### src/hw/lps_defs.svh
// Constants for the lane PLL setup controller: device register map,
// mandated values, and the controller's own APB register layout.
// Assumes inclusion by bare name from every file that needs a figure.
`ifndef LPS_DEFS_SVH
`define LPS_DEFS_SVH

// Device register addresses on the serial control port.
`define LPS_DEV_CP_B       15'h0294
`define LPS_DEV_VCO_A      15'h0296
`define LPS_DEV_VCO_B      15'h0297
`define LPS_DEV_PD_B       15'h0299
`define LPS_DEV_VAR_B      15'h029A
`define LPS_DEV_CP_C       15'h029C
`define LPS_DEV_VAR_C      15'h029F
`define LPS_DEV_VAR_D      15'h02A0
`define LPS_DEV_CLK_EIGHT  15'h02A4
`define LPS_DEV_SWING      15'h02A5
`define LPS_DEV_TERM_ONE   15'h02A7
`define LPS_DEV_TERM_NINE  15'h02AA

// Device reset values, as the device holds them before setup.
`define LPS_RST_CP_B       8'hB0
`define LPS_RST_VCO_A      8'h0C
`define LPS_RST_VCO_B      8'h00
`define LPS_RST_PD_B       8'h00
`define LPS_RST_VAR_B      8'hFE
`define LPS_RST_CP_C       8'h17
`define LPS_RST_VAR_C      8'h33
`define LPS_RST_VAR_D      8'h08
`define LPS_RST_CLK_EIGHT  8'h4B
`define LPS_RST_SWING      8'h00
`define LPS_RST_TERM_ONE   8'h00
`define LPS_RST_TERM_NINE  8'hC3

// Values the setup sequence writes.
`define LPS_PRG_CP_B       8'h24
`define LPS_PRG_VCO_A      8'h03
`define LPS_PRG_VCO_B      8'h0D
`define LPS_PRG_PD_B       8'h02
`define LPS_PRG_VAR_B      8'h8E
`define LPS_PRG_CP_C       8'h2A
`define LPS_PRG_VAR_C      8'h78
`define LPS_PRG_VAR_D      8'h06
`define LPS_PRG_CLK_EIGHT  8'hFF
`define LPS_PRG_TERM_NINE  8'hB7

// Sequence step numbers: 0..9 config, then swing, cal low, cal high.
`define LPS_STEP_SWING     4'hA
`define LPS_STEP_CAL_LOW   4'hB
`define LPS_STEP_LAST      4'hC

// Controller's own APB registers (byte offsets) and fields.
`define LPS_OFS_CTRL       12'h000
`define LPS_OFS_STATUS     12'h004
`define LPS_OFS_MANUAL     12'h008
`define LPS_OFS_RDATA      12'h00C
`define LPS_OFS_SWING      12'h010
`define LPS_CTRL_SETUP     0
`define LPS_CTRL_CAL       1
`define LPS_STAT_BUSY      0
`define LPS_STAT_DONE      1
`define LPS_STAT_MAN_DONE  2
`define LPS_MAN_READ       31

// Serial frame: 1 direction bit, 15 address bits, 8 data bits.
`define LPS_SPI_BITS       5'd24
`define LPS_SPI_DATA_FIRST 5'd16
`define LPS_SCLK_HALF      4

`endif

### src/hw/lps_pkg.sv
// Types shared by the lane PLL setup controller modules.
// Assumes nothing beyond a SystemVerilog compiler.
`default_nettype none
package lps_pkg;
    typedef enum logic [1:0] {SEQ_IDLE, SEQ_ISSUE, SEQ_WAIT} lps_seq_type;
    typedef enum logic [1:0] {SPI_IDLE, SPI_LOW, SPI_HIGH} lps_spi_type;
    typedef logic [14:0] lps_addr_type;
    typedef logic [7:0]  lps_byte_type;
endpackage : lps_pkg
`default_nettype wire

### src/hw/lps_spi_if.sv
// Request and answer bundle between the sequencer and the serial engine.
// Assumes both ends run on the same clock.
`default_nettype none
interface lps_spi_if;
    import lps_pkg::*;
    logic         req;   // One-cycle start pulse.
    logic         rd;    // High for a read access.
    lps_addr_type addr;
    lps_byte_type wdata;
    logic         ack;   // One-cycle pulse when the frame has ended.
    lps_byte_type rdata;
    modport master (output req, rd, addr, wdata, input ack, rdata);
    modport engine (input req, rd, addr, wdata, output ack, rdata);
endinterface : lps_spi_if
`default_nettype wire

### src/hw/lps_top.sv
// Lane PLL setup controller: APB slave that programs the device's lane
// PLL, clock, termination, swing and calibration registers over the
// device's serial control port.
// Assumes APB master on pclk and a 3-wire serial port on the device.
//
// Summary of operation
// - Charge pump b: reset B0, write 24.
// - VCO tune a: reset 0C, write 03.
// - VCO tune b: reset 00, write 0D.
// - Power-down b: reset 00, write 02.
// - Varactor b: reset FE, write 8E.
// - Charge pump c: reset 17, write 2A.
// - Varactor c: reset 33, write 78.
// - Varactor d: reset 08, write 06.
// - Clock setup eight: reset 4B, write FF.
// - Termination nine: reset C3, write B7.
//
// Register access over APB was left to the implementer.
`default_nettype none
`include "lps_defs.svh"
module lps_top #(
    parameter int SCLK_HALF = `LPS_SCLK_HALF
) (
    input  wire logic          pclk,
    input  wire logic          presetn,
    input  wire logic          psel,
    input  wire logic          penable,
    input  wire logic          pwrite,
    input  wire logic [11:0]   paddr,
    input  wire logic [31:0]   pwdata,
    output var  logic [31:0]   prdata,
    output var  logic          pready,
    output var  logic          pslverr,
    output var  logic          spi_sclk,
    output var  logic          spi_csb_n,
    output var  logic          spi_sdio_o,
    output var  logic          spi_sdio_oe,
    input  wire logic          spi_sdio_i
);
    import lps_pkg::*;

    lps_spi_if spi ();

    lps_spi #(
        .HALF (SCLK_HALF)
    ) u_spi (
        .pclk    (pclk),
        .presetn (presetn),
        .bus     (spi.engine),
        .sclk    (spi_sclk),
        .csb_n   (spi_csb_n),
        .sdio_o  (spi_sdio_o),
        .sdio_oe (spi_sdio_oe),
        .sdio_in (spi_sdio_i)
    );

    // Address and data of one sequence step.
    function automatic logic [22:0] step_entry(input logic [3:0] i,
                                               input logic swing);
        logic [22:0] e;
        e = 23'h000000;
        unique case (i)
            4'h0: e = {`LPS_DEV_CP_B, `LPS_PRG_CP_B};
            4'h1: e = {`LPS_DEV_VCO_A, `LPS_PRG_VCO_A};
            4'h2: e = {`LPS_DEV_VCO_B, `LPS_PRG_VCO_B};
            4'h3: e = {`LPS_DEV_PD_B, `LPS_PRG_PD_B};
            4'h4: e = {`LPS_DEV_VAR_B, `LPS_PRG_VAR_B};
            4'h5: e = {`LPS_DEV_CP_C, `LPS_PRG_CP_C};
            4'h6: e = {`LPS_DEV_VAR_C, `LPS_PRG_VAR_C};
            4'h7: e = {`LPS_DEV_VAR_D, `LPS_PRG_VAR_D};
            4'h8: e = {`LPS_DEV_CLK_EIGHT, `LPS_PRG_CLK_EIGHT};
            4'h9: e = {`LPS_DEV_TERM_NINE, `LPS_PRG_TERM_NINE};
            4'hA: e = {`LPS_DEV_SWING, 7'h00, swing};
            4'hB: e = {`LPS_DEV_TERM_ONE, 8'h00};
            4'hC: e = {`LPS_DEV_TERM_ONE, 8'h01};
            default: e = 23'h000000;
        endcase
        return e;
    endfunction : step_entry

    // Sequencer and register state.
    lps_seq_type  seq_q, seq_d;
    logic [3:0]   step_q, step_d, last_q, last_d;
    logic         man_q, man_d;
    logic         swing_q, swing_d;
    logic [14:0]  maddr_q, maddr_d;
    logic [7:0]   mdata_q, mdata_d;
    logic         mrd_q, mrd_d;
    logic [7:0]   rdata_q, rdata_d;
    logic         done_q, done_d, mdone_q, mdone_d;
    logic         req_q, req_d;
    logic [31:0]  prdata_q, prdata_d;
    logic         pready_q, pready_d, pslverr_q, pslverr_d;
    logic         wr_acc, setup, mapped, busy;
    logic [22:0]  entry;

    assign setup  = psel && !penable && !pready_q;
    assign wr_acc = psel && penable && pready_q && pwrite;
    assign busy   = (seq_q != SEQ_IDLE);
    assign mapped = (paddr == `LPS_OFS_CTRL) || (paddr == `LPS_OFS_STATUS)
                 || (paddr == `LPS_OFS_MANUAL) || (paddr == `LPS_OFS_RDATA)
                 || (paddr == `LPS_OFS_SWING);
    assign entry  = step_entry(step_q, swing_q);

    // APB answer is prepared in the setup cycle so every bus output is a
    // flop; this costs no wait state since pready rises with penable.
    always_comb begin
        prdata_d  = prdata_q;
        pready_d  = 1'b0;
        pslverr_d = 1'b0;
        if (setup) begin
            pready_d  = 1'b1;
            pslverr_d = !mapped;
            prdata_d  = 32'h00000000;
            unique case (paddr)
                `LPS_OFS_STATUS: prdata_d = {29'h00000000, mdone_q,
                                             done_q, busy};
                `LPS_OFS_MANUAL: prdata_d = {mrd_q, 7'h00, mdata_q,
                                             1'b0, maddr_q};
                `LPS_OFS_RDATA:  prdata_d = {24'h000000, rdata_q};
                `LPS_OFS_SWING:  prdata_d = {31'h00000000, swing_q};
                default:         prdata_d = 32'h00000000;
            endcase
        end
    end

    always_ff @(posedge pclk or negedge presetn) begin
        if (!presetn) begin
            prdata_q  <= 32'h00000000;
            pready_q  <= 1'b0;
            pslverr_q <= 1'b0;
        end else begin
            prdata_q  <= prdata_d;
            pready_q  <= pready_d;
            pslverr_q <= pslverr_d;
        end
    end

    // Command decode, sequencing and status. Commands that arrive while
    // a sequence runs are dropped; software must poll busy first.
    always_comb begin
        seq_d   = seq_q;
        step_d  = step_q;
        last_d  = last_q;
        man_d   = man_q;
        swing_d = swing_q;
        maddr_d = maddr_q;
        mdata_d = mdata_q;
        mrd_d   = mrd_q;
        rdata_d = rdata_q;
        done_d  = done_q;
        mdone_d = mdone_q;
        req_d   = 1'b0;
        // Software clears of the sticky flags; a set below wins.
        if (wr_acc && paddr == `LPS_OFS_STATUS) begin
            if (pwdata[`LPS_STAT_DONE]) begin
                done_d = 1'b0;
            end
            if (pwdata[`LPS_STAT_MAN_DONE]) begin
                mdone_d = 1'b0;
            end
        end
        if (wr_acc && paddr == `LPS_OFS_SWING) begin
            swing_d = pwdata[0];
        end
        unique case (seq_q)
            SEQ_IDLE: begin
                if (wr_acc && paddr == `LPS_OFS_CTRL) begin
                    if (pwdata[`LPS_CTRL_SETUP]) begin
                        step_d = 4'h0;
                        last_d = `LPS_STEP_LAST;
                        man_d  = 1'b0;
                        seq_d  = SEQ_ISSUE;
                    end else if (pwdata[`LPS_CTRL_CAL]) begin
                        step_d = `LPS_STEP_CAL_LOW;
                        last_d = `LPS_STEP_LAST;
                        man_d  = 1'b0;
                        seq_d  = SEQ_ISSUE;
                    end
                end else if (wr_acc && paddr == `LPS_OFS_MANUAL) begin
                    maddr_d = pwdata[14:0];
                    mdata_d = pwdata[23:16];
                    mrd_d   = pwdata[`LPS_MAN_READ];
                    man_d   = 1'b1;
                    seq_d   = SEQ_ISSUE;
                end
            end
            SEQ_ISSUE: begin
                req_d = 1'b1;
                seq_d = SEQ_WAIT;
            end
            SEQ_WAIT: begin
                if (spi.ack) begin
                    if (man_q) begin
                        if (mrd_q) begin
                            rdata_d = spi.rdata;
                        end
                        mdone_d = 1'b1;
                        seq_d   = SEQ_IDLE;
                    end else if (step_q == last_q) begin
                        done_d = 1'b1;
                        seq_d  = SEQ_IDLE;
                    end else begin
                        step_d = step_q + 4'h1;
                        seq_d  = SEQ_ISSUE;
                    end
                end
            end
        endcase
    end

    always_ff @(posedge pclk or negedge presetn) begin
        if (!presetn) begin
            seq_q   <= SEQ_IDLE;
            step_q  <= 4'h0;
            last_q  <= 4'h0;
            man_q   <= 1'b0;
            swing_q <= 1'b0;
            maddr_q <= 15'h0000;
            mdata_q <= 8'h00;
            mrd_q   <= 1'b0;
            rdata_q <= 8'h00;
            done_q  <= 1'b0;
            mdone_q <= 1'b0;
            req_q   <= 1'b0;
        end else begin
            seq_q   <= seq_d;
            step_q  <= step_d;
            last_q  <= last_d;
            man_q   <= man_d;
            swing_q <= swing_d;
            maddr_q <= maddr_d;
            mdata_q <= mdata_d;
            mrd_q   <= mrd_d;
            rdata_q <= rdata_d;
            done_q  <= done_d;
            mdone_q <= mdone_d;
            req_q   <= req_d;
        end
    end

    // Frame request toward the serial engine.
    assign spi.req   = req_q;
    assign spi.rd    = man_q && mrd_q;
    assign spi.addr  = man_q ? maddr_q : entry[22:8];
    assign spi.wdata = man_q ? mdata_q : entry[7:0];

    assign prdata  = prdata_q;
    assign pready  = pready_q;
    assign pslverr = pslverr_q;
endmodule : lps_top
`default_nettype wire

### src/hw/lps_sync.sv
// Three-flop synchroniser for an asynchronous pin with agreement filter.
// Assumes the pin may change at any time relative to pclk.
`default_nettype none
module lps_sync (
    input  wire logic pclk,
    input  wire logic presetn,
    input  wire logic pin,
    output var  logic level
);
    logic s1_q, s2_q, s3_q, lvl_q, lvl_d;

    // The output only follows once the second and third stages agree.
    always_comb begin
        lvl_d = (s2_q == s3_q) ? s3_q : lvl_q;
    end

    // The first stage feeds only the second one, to let it settle.
    always_ff @(posedge pclk or negedge presetn) begin
        if (!presetn) begin
            s1_q  <= 1'b0;
            s2_q  <= 1'b0;
            s3_q  <= 1'b0;
            lvl_q <= 1'b0;
        end else begin
            s1_q  <= pin;
            s2_q  <= s1_q;
            s3_q  <= s2_q;
            lvl_q <= lvl_d;
        end
    end

    assign level = lvl_q;
endmodule : lps_sync
`default_nettype wire

### src/hw/lps_spi.sv
// Serial control port master: one 24-bit frame per request, MSB first.
// Assumes the device samples on rising sclk and drives on falling sclk.
`default_nettype none
`include "lps_defs.svh"
module lps_spi #(
    parameter int HALF = `LPS_SCLK_HALF
) (
    input  wire logic  pclk,
    input  wire logic  presetn,
    lps_spi_if.engine  bus,
    output var  logic  sclk,
    output var  logic  csb_n,
    output var  logic  sdio_o,
    output var  logic  sdio_oe,
    input  wire logic  sdio_in
);
    import lps_pkg::*;
    lps_spi_type st_q, st_d;
    logic [7:0]  cnt_q, cnt_d;
    logic [4:0]  bit_q, bit_d;
    logic [23:0] sh_q, sh_d;
    logic        rd_q, rd_d, ack_q, ack_d, oe_q, oe_d;
    logic        sdio_s;

    lps_sync u_sync (
        .pclk    (pclk),
        .presetn (presetn),
        .pin     (sdio_in),
        .level   (sdio_s)
    );

    // Read data is sampled late in the high phase, a full period after
    // launch, which is why HALF must cover the synchroniser delay.
    always_comb begin
        st_d = st_q;
        cnt_d = cnt_q;
        bit_d = bit_q;
        sh_d = sh_q;
        rd_d = rd_q;
        oe_d = oe_q;
        ack_d = 1'b0;
        unique case (st_q)
            SPI_IDLE: begin
                if (bus.req) begin
                    sh_d  = {bus.rd, bus.addr, bus.wdata};
                    rd_d  = bus.rd;
                    oe_d  = 1'b1;
                    bit_d = 5'd0;
                    cnt_d = 8'(HALF - 1);
                    st_d  = SPI_LOW;
                end
            end
            SPI_LOW: begin
                if (cnt_q == 8'h00) begin
                    cnt_d = 8'(HALF - 1);
                    st_d  = SPI_HIGH;
                end else begin
                    cnt_d = cnt_q - 8'h01;
                end
            end
            SPI_HIGH: begin
                if (cnt_q == 8'h00) begin
                    sh_d  = {sh_q[22:0], sdio_s};
                    cnt_d = 8'(HALF - 1);
                    bit_d = bit_q + 5'd1;
                    if (rd_q && bit_q + 5'd1 == `LPS_SPI_DATA_FIRST) begin
                        oe_d = 1'b0; // Turn the line around for read data.
                    end
                    if (bit_q + 5'd1 == `LPS_SPI_BITS) begin
                        oe_d  = 1'b0;
                        ack_d = 1'b1;
                        st_d  = SPI_IDLE;
                    end else begin
                        st_d = SPI_LOW;
                    end
                end else begin
                    cnt_d = cnt_q - 8'h01;
                end
            end
        endcase
    end

    always_ff @(posedge pclk or negedge presetn) begin
        if (!presetn) begin
            st_q  <= SPI_IDLE;
            cnt_q <= 8'h00;
            bit_q <= 5'd0;
            sh_q  <= 24'h000000;
            rd_q  <= 1'b0;
            oe_q  <= 1'b0;
            ack_q <= 1'b0;
        end else begin
            st_q  <= st_d;
            cnt_q <= cnt_d;
            bit_q <= bit_d;
            sh_q  <= sh_d;
            rd_q  <= rd_d;
            oe_q  <= oe_d;
            ack_q <= ack_d;
        end
    end

    assign sclk      = (st_q == SPI_HIGH);
    assign csb_n     = (st_q == SPI_IDLE);
    assign sdio_o    = sh_q[23];
    assign sdio_oe   = oe_q;
    assign bus.ack   = ack_q;
    assign bus.rdata = sh_q[7:0];
endmodule : lps_spi
`default_nettype wire

### config.mk
export PLATFORM = sky130hd
export DESIGN_NAME = lps_top
export DESIGN_NICKNAME = d
export VERILOG_FILES = /design/src/hw/lps_pkg.sv /design/src/hw/lps_spi_if.sv /design/src/hw/lps_top.sv /design/src/hw/lps_sync.sv /design/src/hw/lps_spi.sv
export VERILOG_INCLUDE_DIRS = /design/src /design/src/hw
export SDC_FILE = /design/constraint.sdc
export NUM_CORES = 1
export LEC_CHECK = 0
export BUFFER_PORTS_ARGS = -buffer_cell sky130_fd_sc_hd__buf_2
export CAP_MARGIN = 10
export CORE_ASPECT_RATIO = 1.25
export CORE_MARGIN = 1
export CORE_UTILIZATION = 61
export CTS_CLUSTER_SIZE = 8
export DETAILED_ROUTE_END_ITERATION = 10
export GPL_TIMING_DRIVEN = 0
export PLACE_DENSITY = 0.85
export SLEW_MARGIN = 0
export SYNTH_ARGS = -nofsm -noshare
export SYNTH_HDL_FRONTEND = slang
export SYNTH_SLANG_ARGS = --single-unit
### constraint.sdc
create_clock -name pclk -period 5.8 [get_ports pclk]
set_clock_uncertainty 0.15 [all_clocks]
set_input_delay 0.87 -clock pclk [delete_from_list [all_inputs] [get_ports pclk]]
set_output_delay 0.87 -clock pclk [all_outputs]
set_load 0.005 [all_outputs]
==> flow_summary.json, run 1 <==
{
  "fin_crit_ns": 3.052,
  "clk_pin_slew_ns": 0.06,
  "r2r_cells": 8,
  "cts_max_level": 4,
  "wl_per_cell_microns": 19.01,
  "cp.required_ns": 6.06,
  "dp.cells": 731,
  "clockBufferDepth": 2,
  "dieArea_sq_mm": 0.009665,
  "yosys-top-cells-count": "dfrtp_1, nand2_1, nor2_1, mux2_2, o21ai_0",
  "diodes": 0,
  "nets": 691,
  "cts_buffers": 17,
  "synth-main-ff-cell": "dfrtp_1",
  "cap_violations": 0,
  "grt_overflow": 0,
  "synth_top_cell_area_share": 0.5132,
  "cp.depth": 7,
  "antenna_found_initial": 0,
  "cts_root_buf": "clkbuf_8",
  "powerDensity_mw_per_mm2": 289.2,
  "r2r_end": "u_spi.sh_q[10]",
  "hold_depth": 0,
  "drive_above_1_share": 0.2488,
  "whs_ns": 0.2162,
  "holdCritPathClass": "flop to flop",
  "critPathLaunchType": "input port",
  "area_growth_pct": 20.88,
  "hold_viol_final": 0,
  "slew_violations": 0,
  "slowest_delay_ns": 0.72,
  "port_buffers": 70,
  "leakage_nw": 3.273,
  "netlist_area_sq_mm": 0.005657,
  "tightest_slew_ns": 0.8978,
  "cp.arrival_ns": 3.31,
  "yosysSeqAreaShare": 0.5132,
  "drcViolationCount": 0,
  "startpoint": "paddr[7]",
  "nFillCells": 589,
  "timing.rr.start": "step_q[0]",
  "cpLargestDelayFamily": "simple AND/OR/NAND/NOR gates",
  "start_util": 0.6396,
  "ys_ff_latch": 116,
  "relSlewSlack": 0.4015,
  "critPathBufInv": 2,
  "die_y_microns": 109.7,
  "routed_wl_microns": 14510,
  "cts_hold_buf": 0,
  "clock-sinks": 116,
  "path_cells": "buf_2 -> nor4_2 -> nand2_1 -> or4_4 -> nor4_4 -> buf_6 -> mux2_2",
  "rsz0062_at_grt": "no",
  "path_max_fanout": 10,
  "syn_inst": 533,
  "netlist_top_cells_area": "dfrtp_1, mux2_2, nand2_1",
  "row_count": 38,
  "via_per_inst": 6.172,
  "cts_tree": "done",
  "synth_edf_count": 0,
  "ctsResizeCount": 0,
  "clk_latency_ns": 0.53,
  "timing.fmax_mhz": 327.7,
  "cp-end-kind": "flop",
  "fin_util": 0.7732,
  "layout_setup_ws_ns": 2.748,
  "grt_first_pass_wirelength_microns": 23460,
  "final_cells": 763,
  "num_io_pins": 88,
  "crit_type": "input port to flop",
  "synth.avg_cell_area_sq_um": 10.61,
  "yosysMostFrequentCell": "dfrtp_1",
  "vias": 4709,
  "regToRegSetupSlack_ns": 2.95,
  "crit_end": "maddr_q[4]",
  "ir_drop_mv": 0.2049,
  "drtIter0Drc": 387,
  "grt_pass1_vias": 4698,
  "async_flop_share": 1.000,
  "cpMaxStageDelayCell": "nor4_4",
  "gp_congestion": 0.8888,
  "core_sq_mm": 0.008843,
  "final_antenna_net_count": 0,
  "yosys.area.top_type": "dfrtp_1",
  "firstDrtPassIters": 5,
  "hpwl_microns": 10080,
  "ys_warn_count": 0,
  "finalCritPeriodShare": 0.5262,
  "track_usage": 0.3305,
  "die_w_microns": 88.13,
  "setup-violations-final": 0,
  "setup_tns_ns": 0,
  "cts_setup_buffers": 0,
  "synth_cell_type_count": 59,
  "grt_max_degree": 70,
  "dp_slack_ns": 2.322,
  "status": "completed"
}
[flip-flops by register name, indices dropped and copies added (netlist names), 2 cells and up]
name / flops
maddr_q: 15
u_spi.bit_q: 5
mdata_q: 8
u_spi.cnt_q: 8
prdata: 24
u_spi.st_q: 2
seq_q: 2
u_spi.sh_q: 24
rdata_q: 8
step_q: 4
[power by group]
part	internal (mW)	switching [mW]	total [mW]
clock network	0.720	0.375	1.09
logic	0.0227	0.0388	0.0615
registers	0.816	0.00479	0.821
total	1.56	0.418	1.98
[cells in the final DEF (no fill, tap or decap), drive strengths merged, types with 3 or more instances in the layout]
master,instances
nand3,12
or3,6
a221oi,9
a22o,21
a211oi,3
nand2,50
dfrtp,116
nand2b,7
a21oi,17
o21ai,33
nor2b,8
nor4,8
mux2,37
o31ai,12
clkinvlp,3
inv,18
buf,85
nor2,39
conb,8
nand4,3
nor3,6
ha,11
a22oi,6
xor2,3
a221o,9
xnor2,5
or4,4
a31oi,5
bufinv,4
nand3b,3
clkbuf,49
clkinv,5
mux2i,7
[stage by stage]
| step | power [mW] | cell area, sq um |
|---|---|---|
| 2_1_floorplan | 0.8545 | 5683 |
| 3_3_place_gp | 0.8907 | 6183 |
| 3_5_place_dp | 0.8957 | 6213 |
| 4_1_cts | 1.987 | 6838 |
| 5_1_grt | 2.029 | 6838 |
| 6_report | 1.977 | 6838 |
[layout make-up]
type | instances | area (sq um) | area share
multi-input cells | 363 | 2504 | 0.3661
clock buffers | 20 | 445.4 | 0.06514
well taps | 120 | 150.1 | 0.02196
plain buffers | 43 | 209.0 | 0.03056
flip-flops and latches | 116 | 2903 | 0.4245
repair buffers | 71 | 380.4 | 0.05563
inverters | 18 | 67.56 | 0.009881
clock inverters | 12 | 178.9 | 0.02617
[kinds of logic after synthesis]
kind of cell,count (synthesis),synth area share
mux,44,0.08604
simple gates,157,0.1444
buf+inv,61,0.04888
other cells,1,0.0006629
fa+ha+maj,12,0.02610
flops,116,0.5132
xor+xnor,8,0.01239
compound gates,134,0.1683
[worst min path at each step]
stage / slack (ns) / to / startpoint
after floorplan: 0.18 / u_spi.u_sync.s2_q / u_spi.u_sync.s1_q
after global placement: 0.19 / u_spi.u_sync.s2_q / u_spi.u_sync.s1_q
after detailed placement: 0.21 / u_spi.u_sync.s2_q / u_spi.u_sync.s1_q
after CTS: 0.22 / u_spi.u_sync.s2_q / u_spi.u_sync.s1_q
after global routing: 0.24 / u_spi.u_sync.s2_q / u_spi.u_sync.s1_q
final: 0.22 / u_spi.u_sync.s2_q / u_spi.u_sync.s1_q
[layer usage]
metal / share of wire / GRT usage
met1: 0.40 / 0.3886
met2: 0.52 / 0.5731
met3: 0.051 / 0.08183
met4: 0.028 / 0.1417
met5: 0 / 0
[worst reg2reg max path: cells and delay by family, from the launching register on]
kind	cells	cell delay [ns]
flops	1	0.46
compound gates	3	0.78
fa+ha+maj	1	0.17
buf+inv	2	0.49
simple gates	2	0.70
Power figures use the tool's default switching activity.
==> run 2: changes to the inputs <==
--- a/config.mk
+++ b/config.mk
@@ -10,11 +10,11 @@
 export CAP_MARGIN = 10
 export CORE_ASPECT_RATIO = 1.25
 export CORE_MARGIN = 1
-export CORE_UTILIZATION = 61
+export CORE_UTILIZATION = 57
 export CTS_CLUSTER_SIZE = 8
 export DETAILED_ROUTE_END_ITERATION = 10
 export GPL_TIMING_DRIVEN = 0
-export PLACE_DENSITY = 0.85
+export PLACE_DENSITY = 0.8
 export SLEW_MARGIN = 0
 export SYNTH_ARGS = -nofsm -noshare
 export SYNTH_HDL_FRONTEND = slang
==> constraint.sdc (replaced) <==
create_clock -name pclk -period 2.9 [get_ports pclk]
set_clock_uncertainty 0.15 [all_clocks]
set_input_delay 0.435 -clock pclk [delete_from_list [all_inputs] [get_ports pclk]]
set_output_delay 0.435 -clock pclk [all_outputs]
set_load 0.005 [all_outputs]
==> flow_summary.json, run 2 (synthesis results as in run 1) <==
{
  "status": "completed",
  "cts_buffers": 17,
  "port_buffers": 70,
  "antenna_found_initial": 0,
  "cts_max_level": 4,
  "grt_max_degree": 75,
  "via_per_inst": 6.182,
  "whs_ns": 0.09871,
  "relSlewSlack": 0.4477,
  "setup_tns_ns": 0,
  "dieArea_sq_mm": 0.01033,
  "cp.required_ns": 3.05,
  "layout_common_cells": "dfrtp_1, buf_2, nand2_1, nor2_1, mux2_2",
  "diodes": 0,
  "firstDrtPassIters": 5,
  "nets": 693,
  "drcViolationCount": 0,
  "clockBufferDepth": 2,
  "final_common_cell": "dfrtp_1",
  "crit_type": "input port to flop",
  "row_count": 40,
  "die_w_microns": 91.10,
  "clk_pin_slew_ns": 0.05,
  "grt_pass1_vias": 4598,
  "core_sq_mm": 0.009609,
  "routed_wl_microns": 14300,
  "grt_overflow": 0,
  "area_growth_pct": 21.37,
  "start_util": 0.5887,
  "cts_root_buf": "clkbuf_16",
  "cts_setup_buffers": 0,
  "cts_tree": "done",
  "num_io_pins": 88,
  "drtIter0Drc": 405,
  "clk_latency_ns": 0.42,
  "cp.arrival_ns": 2.88,
  "gp_congestion": 0.8808,
  "fin_crit_ns": 2.730,
  "final_antenna_net_count": 0,
  "wl_per_cell_microns": 18.55,
  "slew_violations": 0,
  "grt_first_pass_wirelength_microns": 23200,
  "setup-violations-final": 0,
  "path_max_fanout": 10,
  "drive_above_1_share": 0.2527,
  "hold_viol_final": 0,
  "regToRegSetupSlack_ns": 0.18,
  "layout_setup_ws_ns": 0.1695,
  "timing.fmax_mhz": 366.2,
  "tightest_slew_ns": 0.8223,
  "powerDensity_mw_per_mm2": 571.2,
  "finalCritPeriodShare": 0.9415,
  "ir_drop_mv": 0.4128,
  "clock-sinks": 116,
  "die_y_microns": 113.4,
  "rsz0062_at_grt": "no",
  "track_usage": 0.2959,
  "critPathLaunchType": "input port",
  "holdCritPathClass": "input port to flop",
  "final_cells": 771,
  "hpwl_microns": 9759,
  "vias": 4766,
  "dp_slack_ns": -0.2042,
  "cap_violations": 0,
  "cp-end-kind": "flop",
  "dp.cells": 737,
  "leakage_nw": 3.286
}
## run 2: cell count changes in the layout (fill, tap and decap cells not counted), sizes merged
cell and change:
clkinv +1, bufinv -1, dlygate4sd3 +2
## run 2: area by class of cell
class | count | area [sq um]
multi-input cells | 363 | 2506
repair buffers | 73 | 400.4
clock inverters | 12 | 153.9
inverters | 18 | 67.56
flip-flops and latches | 116 | 2903
plain buffers | 43 | 210.2
clock buffers | 20 | 466.7
fillers | 709 | 2744
well taps | 126 | 157.7
## run 2: per-stage QoR
stage	instance area, sq um	total power, mW	utilization
after floorplan	5683	1.709	-
after global placement	6191	1.783	0.6443
after detailed placement	6221	1.792	0.6474
after CTS	6862	3.934	0.7141
after global routing	6865	4.023	0.7145
final	6865	3.922	0.7145
## run 2: path summary, 6_finish.rpt
kind / start / cells after the start / end
max: paddr[7] / 7 / maddr_q[2]
min: pwdata[10] / 2 / maddr_q[10]
max reg2reg: u_spi.cnt_q[0] / 7 / u_spi.sh_q[5]
min reg2reg: u_spi.u_sync.s1_q / 0 / u_spi.u_sync.s2_q
max in group asynchronous: presetn / 3 / u_spi.sh_q[12]
min in group asynchronous: presetn / 2 / req_q
## run 2: critical path, cell delays in order
cell and delay (ns):
buf_2 0.10, nor4_2 0.34, nand2_1 0.12, or4_4 0.47, nor4_4 0.75, buf_6 0.28
mux2_2 0.36
## run 2: power breakdown
group / internal, mW / total [mW] / switching [mW] / leakage (nW)
clock network: 1.41 / 2.16 / 0.741 / 0.298
registers: 1.63 / 1.64 / 0.00940 / 1.51
logic: 0.0472 / 0.124 / 0.0773 / 1.47
## run 2: timing repair
action                                  in CTS  in global routing
endpoints found under the setup margin       0                  8
hold buffers                                 2                  0
endpoints found under the hold margin       43                  0
gates resized for setup                      0                  3
## run 2: metal layers
layer / vias to the layer above / GRT usage / wire, microns
met4: 0 / 0.1492 / 547
met1: 2355 / 0.3713 / 5692
li1: 2126 / - / -
met3: 56 / 0.06733 / 900
met2: 229 / 0.4848 / 7163
met5: - / 0 / 0
==> run 3: changes to the inputs <==
--- a/config.mk
+++ b/config.mk
@@ -6,15 +6,16 @@
 export SDC_FILE = /design/constraint.sdc
 export NUM_CORES = 1
 export LEC_CHECK = 0
+export ABC_AREA = 1
 export BUFFER_PORTS_ARGS = -buffer_cell sky130_fd_sc_hd__buf_2
 export CAP_MARGIN = 10
 export CORE_ASPECT_RATIO = 1.25
 export CORE_MARGIN = 1
-export CORE_UTILIZATION = 57
+export CORE_UTILIZATION = 56
 export CTS_CLUSTER_SIZE = 8
 export DETAILED_ROUTE_END_ITERATION = 10
 export GPL_TIMING_DRIVEN = 0
-export PLACE_DENSITY = 0.8
+export PLACE_DENSITY = 0.78
 export SLEW_MARGIN = 0
 export SYNTH_ARGS = -nofsm -noshare
 export SYNTH_HDL_FRONTEND = slang
==> flow_summary.json, run 3 <==
{
  "yosys-top-cells-count": "nand2_1, dfrtp_1, nor2_1, inv_1, nand3_1",
  "hpwl_microns": 10690,
  "netlist_top_cells_area": "dfrtp_1, nand2_1, nor2_1",
  "drtIter0Drc": 410,
  "nets": 921,
  "gp_congestion": 0.9989,
  "cpMaxStageDelayCell": "dfrtp_1",
  "tightest_slew_ns": 0.6708,
  "cp-end-kind": "flop",
  "timing.fmax_mhz": 483.4,
  "fin_crit_ns": 2.069,
  "muxShareOfSynthArea": 0.001665,
  "hold_viol_final": 0,
  "slew_violations": 0,
  "die_w_microns": 94.69,
  "cts_setup_buffers": 0,
  "cp.required_ns": 3.04,
  "yosys.area_share.simple": 0.2655,
  "die_y_microns": 117.9,
  "status": "completed",
  "ys_ff_latch": 116,
  "dieArea_sq_mm": 0.01116,
  "dpl_cell_area_sq_mm": 0.006586,
  "synth-main-ff-cell": "dfrtp_1",
  "cp_common_cell": "inv_1",
  "path_max_fanout": 10,
  "met2_usage": 0.4811,
  "track_usage": 0.2862,
  "path_cells": "inv_1 -> ha_1 -> inv_1 -> nor2_1 -> inv_1 -> nand3_2 -> nand2_2 -> buf_4 -> nor2_1 -> a21oi_1",
  "setup-violations-final": 0,
  "final_common_cell": "nand2_1",
  "synth_compound_area_frac": 0.1213,
  "cp.arrival_ns": 2.21,
  "slowest_delay_ns": 0.38,
  "synthXorXnorAreaFrac": 0.008739,
  "design_area_sq_mm": 0.007264,
  "holdCritPathClass": "input port to flop",
  "yosys.area.top_type": "dfrtp_1",
  "cts_max_level": 4,
  "cts_hold_buf": 2,
  "via_per_inst": 5.449,
  "ir_drop_mv": 0.4667,
  "grt_overflow": 0,
  "num_io_pins": 88,
  "rsz0062_at_grt": "no",
  "drive_above_1_share": 0.1901,
  "synth.avg_cell_area_sq_um": 7.912,
  "wl_per_cell_microns": 14.78,
  "globalRouteMet3Util": 0.04780,
  "cap_violations": 0,
  "grt_first_pass_wirelength_microns": 24700,
  "async_flop_share": 1.000,
  "clk_pin_slew_ns": 0.05,
  "port_buffers": 71,
  "crit_type": "flop to flop",
  "yosysMostFrequentCell": "nand2_1",
  "cts_root_buf": "clkbuf_16",
  "antenna_found_initial": 0,
  "clock-sinks": 116,
  "synth_top_family_by_area": "simple AND/OR/NAND/NOR gates",
  "clk_latency_ns": 0.42,
  "final_antenna_net_count": 0,
  "clockBufferDepth": 2,
  "yosysSeqAreaShare": 0.4827,
  "ctsResizeCount": 0,
  "routed_wl_microns": 14810,
  "ys_warn_count": 0,
  "total_power_mw": 5.783,
  "diodes": 0,
  "top_usage_layer": "met2",
  "synth_fa_ha_area_frac": 0.02455,
  "start_util": 0.5861,
  "synth_edf_count": 0,
  "cts_tree": "done",
  "grt_pass1_vias": 5375,
  "firstDrtPassIters": 5,
  "grt_max_degree": 67,
  "nFillCells": 783,
  "synth_top_cell_area_share": 0.4827,
  "critPathLaunchType": "flop",
  "syn_inst": 760,
  "core_sq_mm": 0.01026,
  "vias": 5460,
  "cts_buffers": 17,
  "drcViolationCount": 0,
  "layout_common_cells": "nand2_1, dfrtp_1, nor2_1, inv_1, buf_2",
  "powerDensity_mw_per_mm2": 796.0,
  "met1_usage": 0.3378,
  "netlist_area_sq_mm": 0.006013,
  "row_count": 41,
  "area_growth_pct": 20.81,
  "relSlewSlack": 0.5528,
  "finalCritPeriodShare": 0.7133,
  "leakage_nw": 3.852,
  "synth_cell_type_count": 33
}
run 3: cell types whose count changed after synthesis, moves of 10 or more:
cell	previous run	this run
buf_2	2	12
nor2_1	39	103
nand2_1	50	180
a22o_1	21	0
o21ai_0	33	52
mux2_2	37	0
nand3_1	12	63
o21ai_2	0	16
inv_1	18	90
clkbuf_1	29	9
run 3: final timing paths:
| path | startpoint | to | slack, ns | cells past startpoint |
|---|---|---|---|---|
| max | u_spi.st_q[1] | u_spi.sh_q[3] | 0.83 | 10 |
| min | pwdata[21] | mdata_q[5] | 0.08 | 3 |
| max reg2reg | u_spi.st_q[1] | u_spi.sh_q[3] | 0.83 | 10 |
| min reg2reg | u_spi.u_sync.s1_q | u_spi.u_sync.s2_q | 0.20 | 0 |
| max in group asynchronous | presetn | u_spi.rd_q | 1.40 | 3 |
| min in group asynchronous | presetn | pready | 0.46 | 2 |
run 3: critical path, delay by kind of cell (launching register included):
| kind | cells | cell delay (ns) |
|---|---|---|
| buffers and inverters | 4 | 0.49 |
| adder cells (fa/ha/maj) | 1 | 0.25 |
| flip-flops | 1 | 0.38 |
| AO/OA/AOI/OAI | 1 | 0.07 |
| AND/OR/NAND/NOR | 4 | 0.60 |
run 3: layout make-up:
| class | count | area [sq um] | area share |
|---|---|---|---|
| Sequential cell | 116 | 2903 | 0.3996 |
| Multi-Input combinational cell | 522 | 2566 | 0.3533 |
| Clock buffer | 19 | 452.9 | 0.06235 |
| Inverter | 92 | 345.3 | 0.04754 |
| Tap cell | 129 | 161.4 | 0.02222 |
| Clock inverter | 13 | 205.2 | 0.02825 |
| Buffer | 37 | 225.2 | 0.03100 |
| Timing Repair Buffer | 74 | 405.4 | 0.05580 |
run 3: kinds of logic after synthesis:
family	count (synthesis)
simple gates	372
buf+inv	129
compound gates	123
flops	116
fa+ha+maj	12
xor+xnor	6
other cells	1
mux	1
run 3: stage by stage:
step | util | setup WS (ns) | hold slack, ns | TNS, ns | std cells
3_3_place_gp | 0.6390 | -0.08539 | 0.1850 | -8.782 | 967
6_report | 0.7080 | 0.8315 | 0.07901 | 0 | 1002
4_1_cts | 0.7080 | 0.8408 | 0.06512 | 0 | 1002
5_1_grt | 0.7080 | 0.5996 | 0.08848 | 0 | 1002
3_5_place_dp | 0.6420 | 0.8944 | 0.1942 | 0 | 968
2_1_floorplan | - | 1.120 | -0.01059 | 0 | 767
run 3: metal layers:
metal | wire, microns | part of all wire
met1 | 5883 | 0.40
met2 | 7521 | 0.51
met3 | 745 | 0.050
met4 | 656 | 0.044
met5 | 0 | 0
run 3: power by group:
group	switching [mW]	internal, mW
clock	0.742	1.57
combinational	1.02	0.508
sequential	0.138	1.81
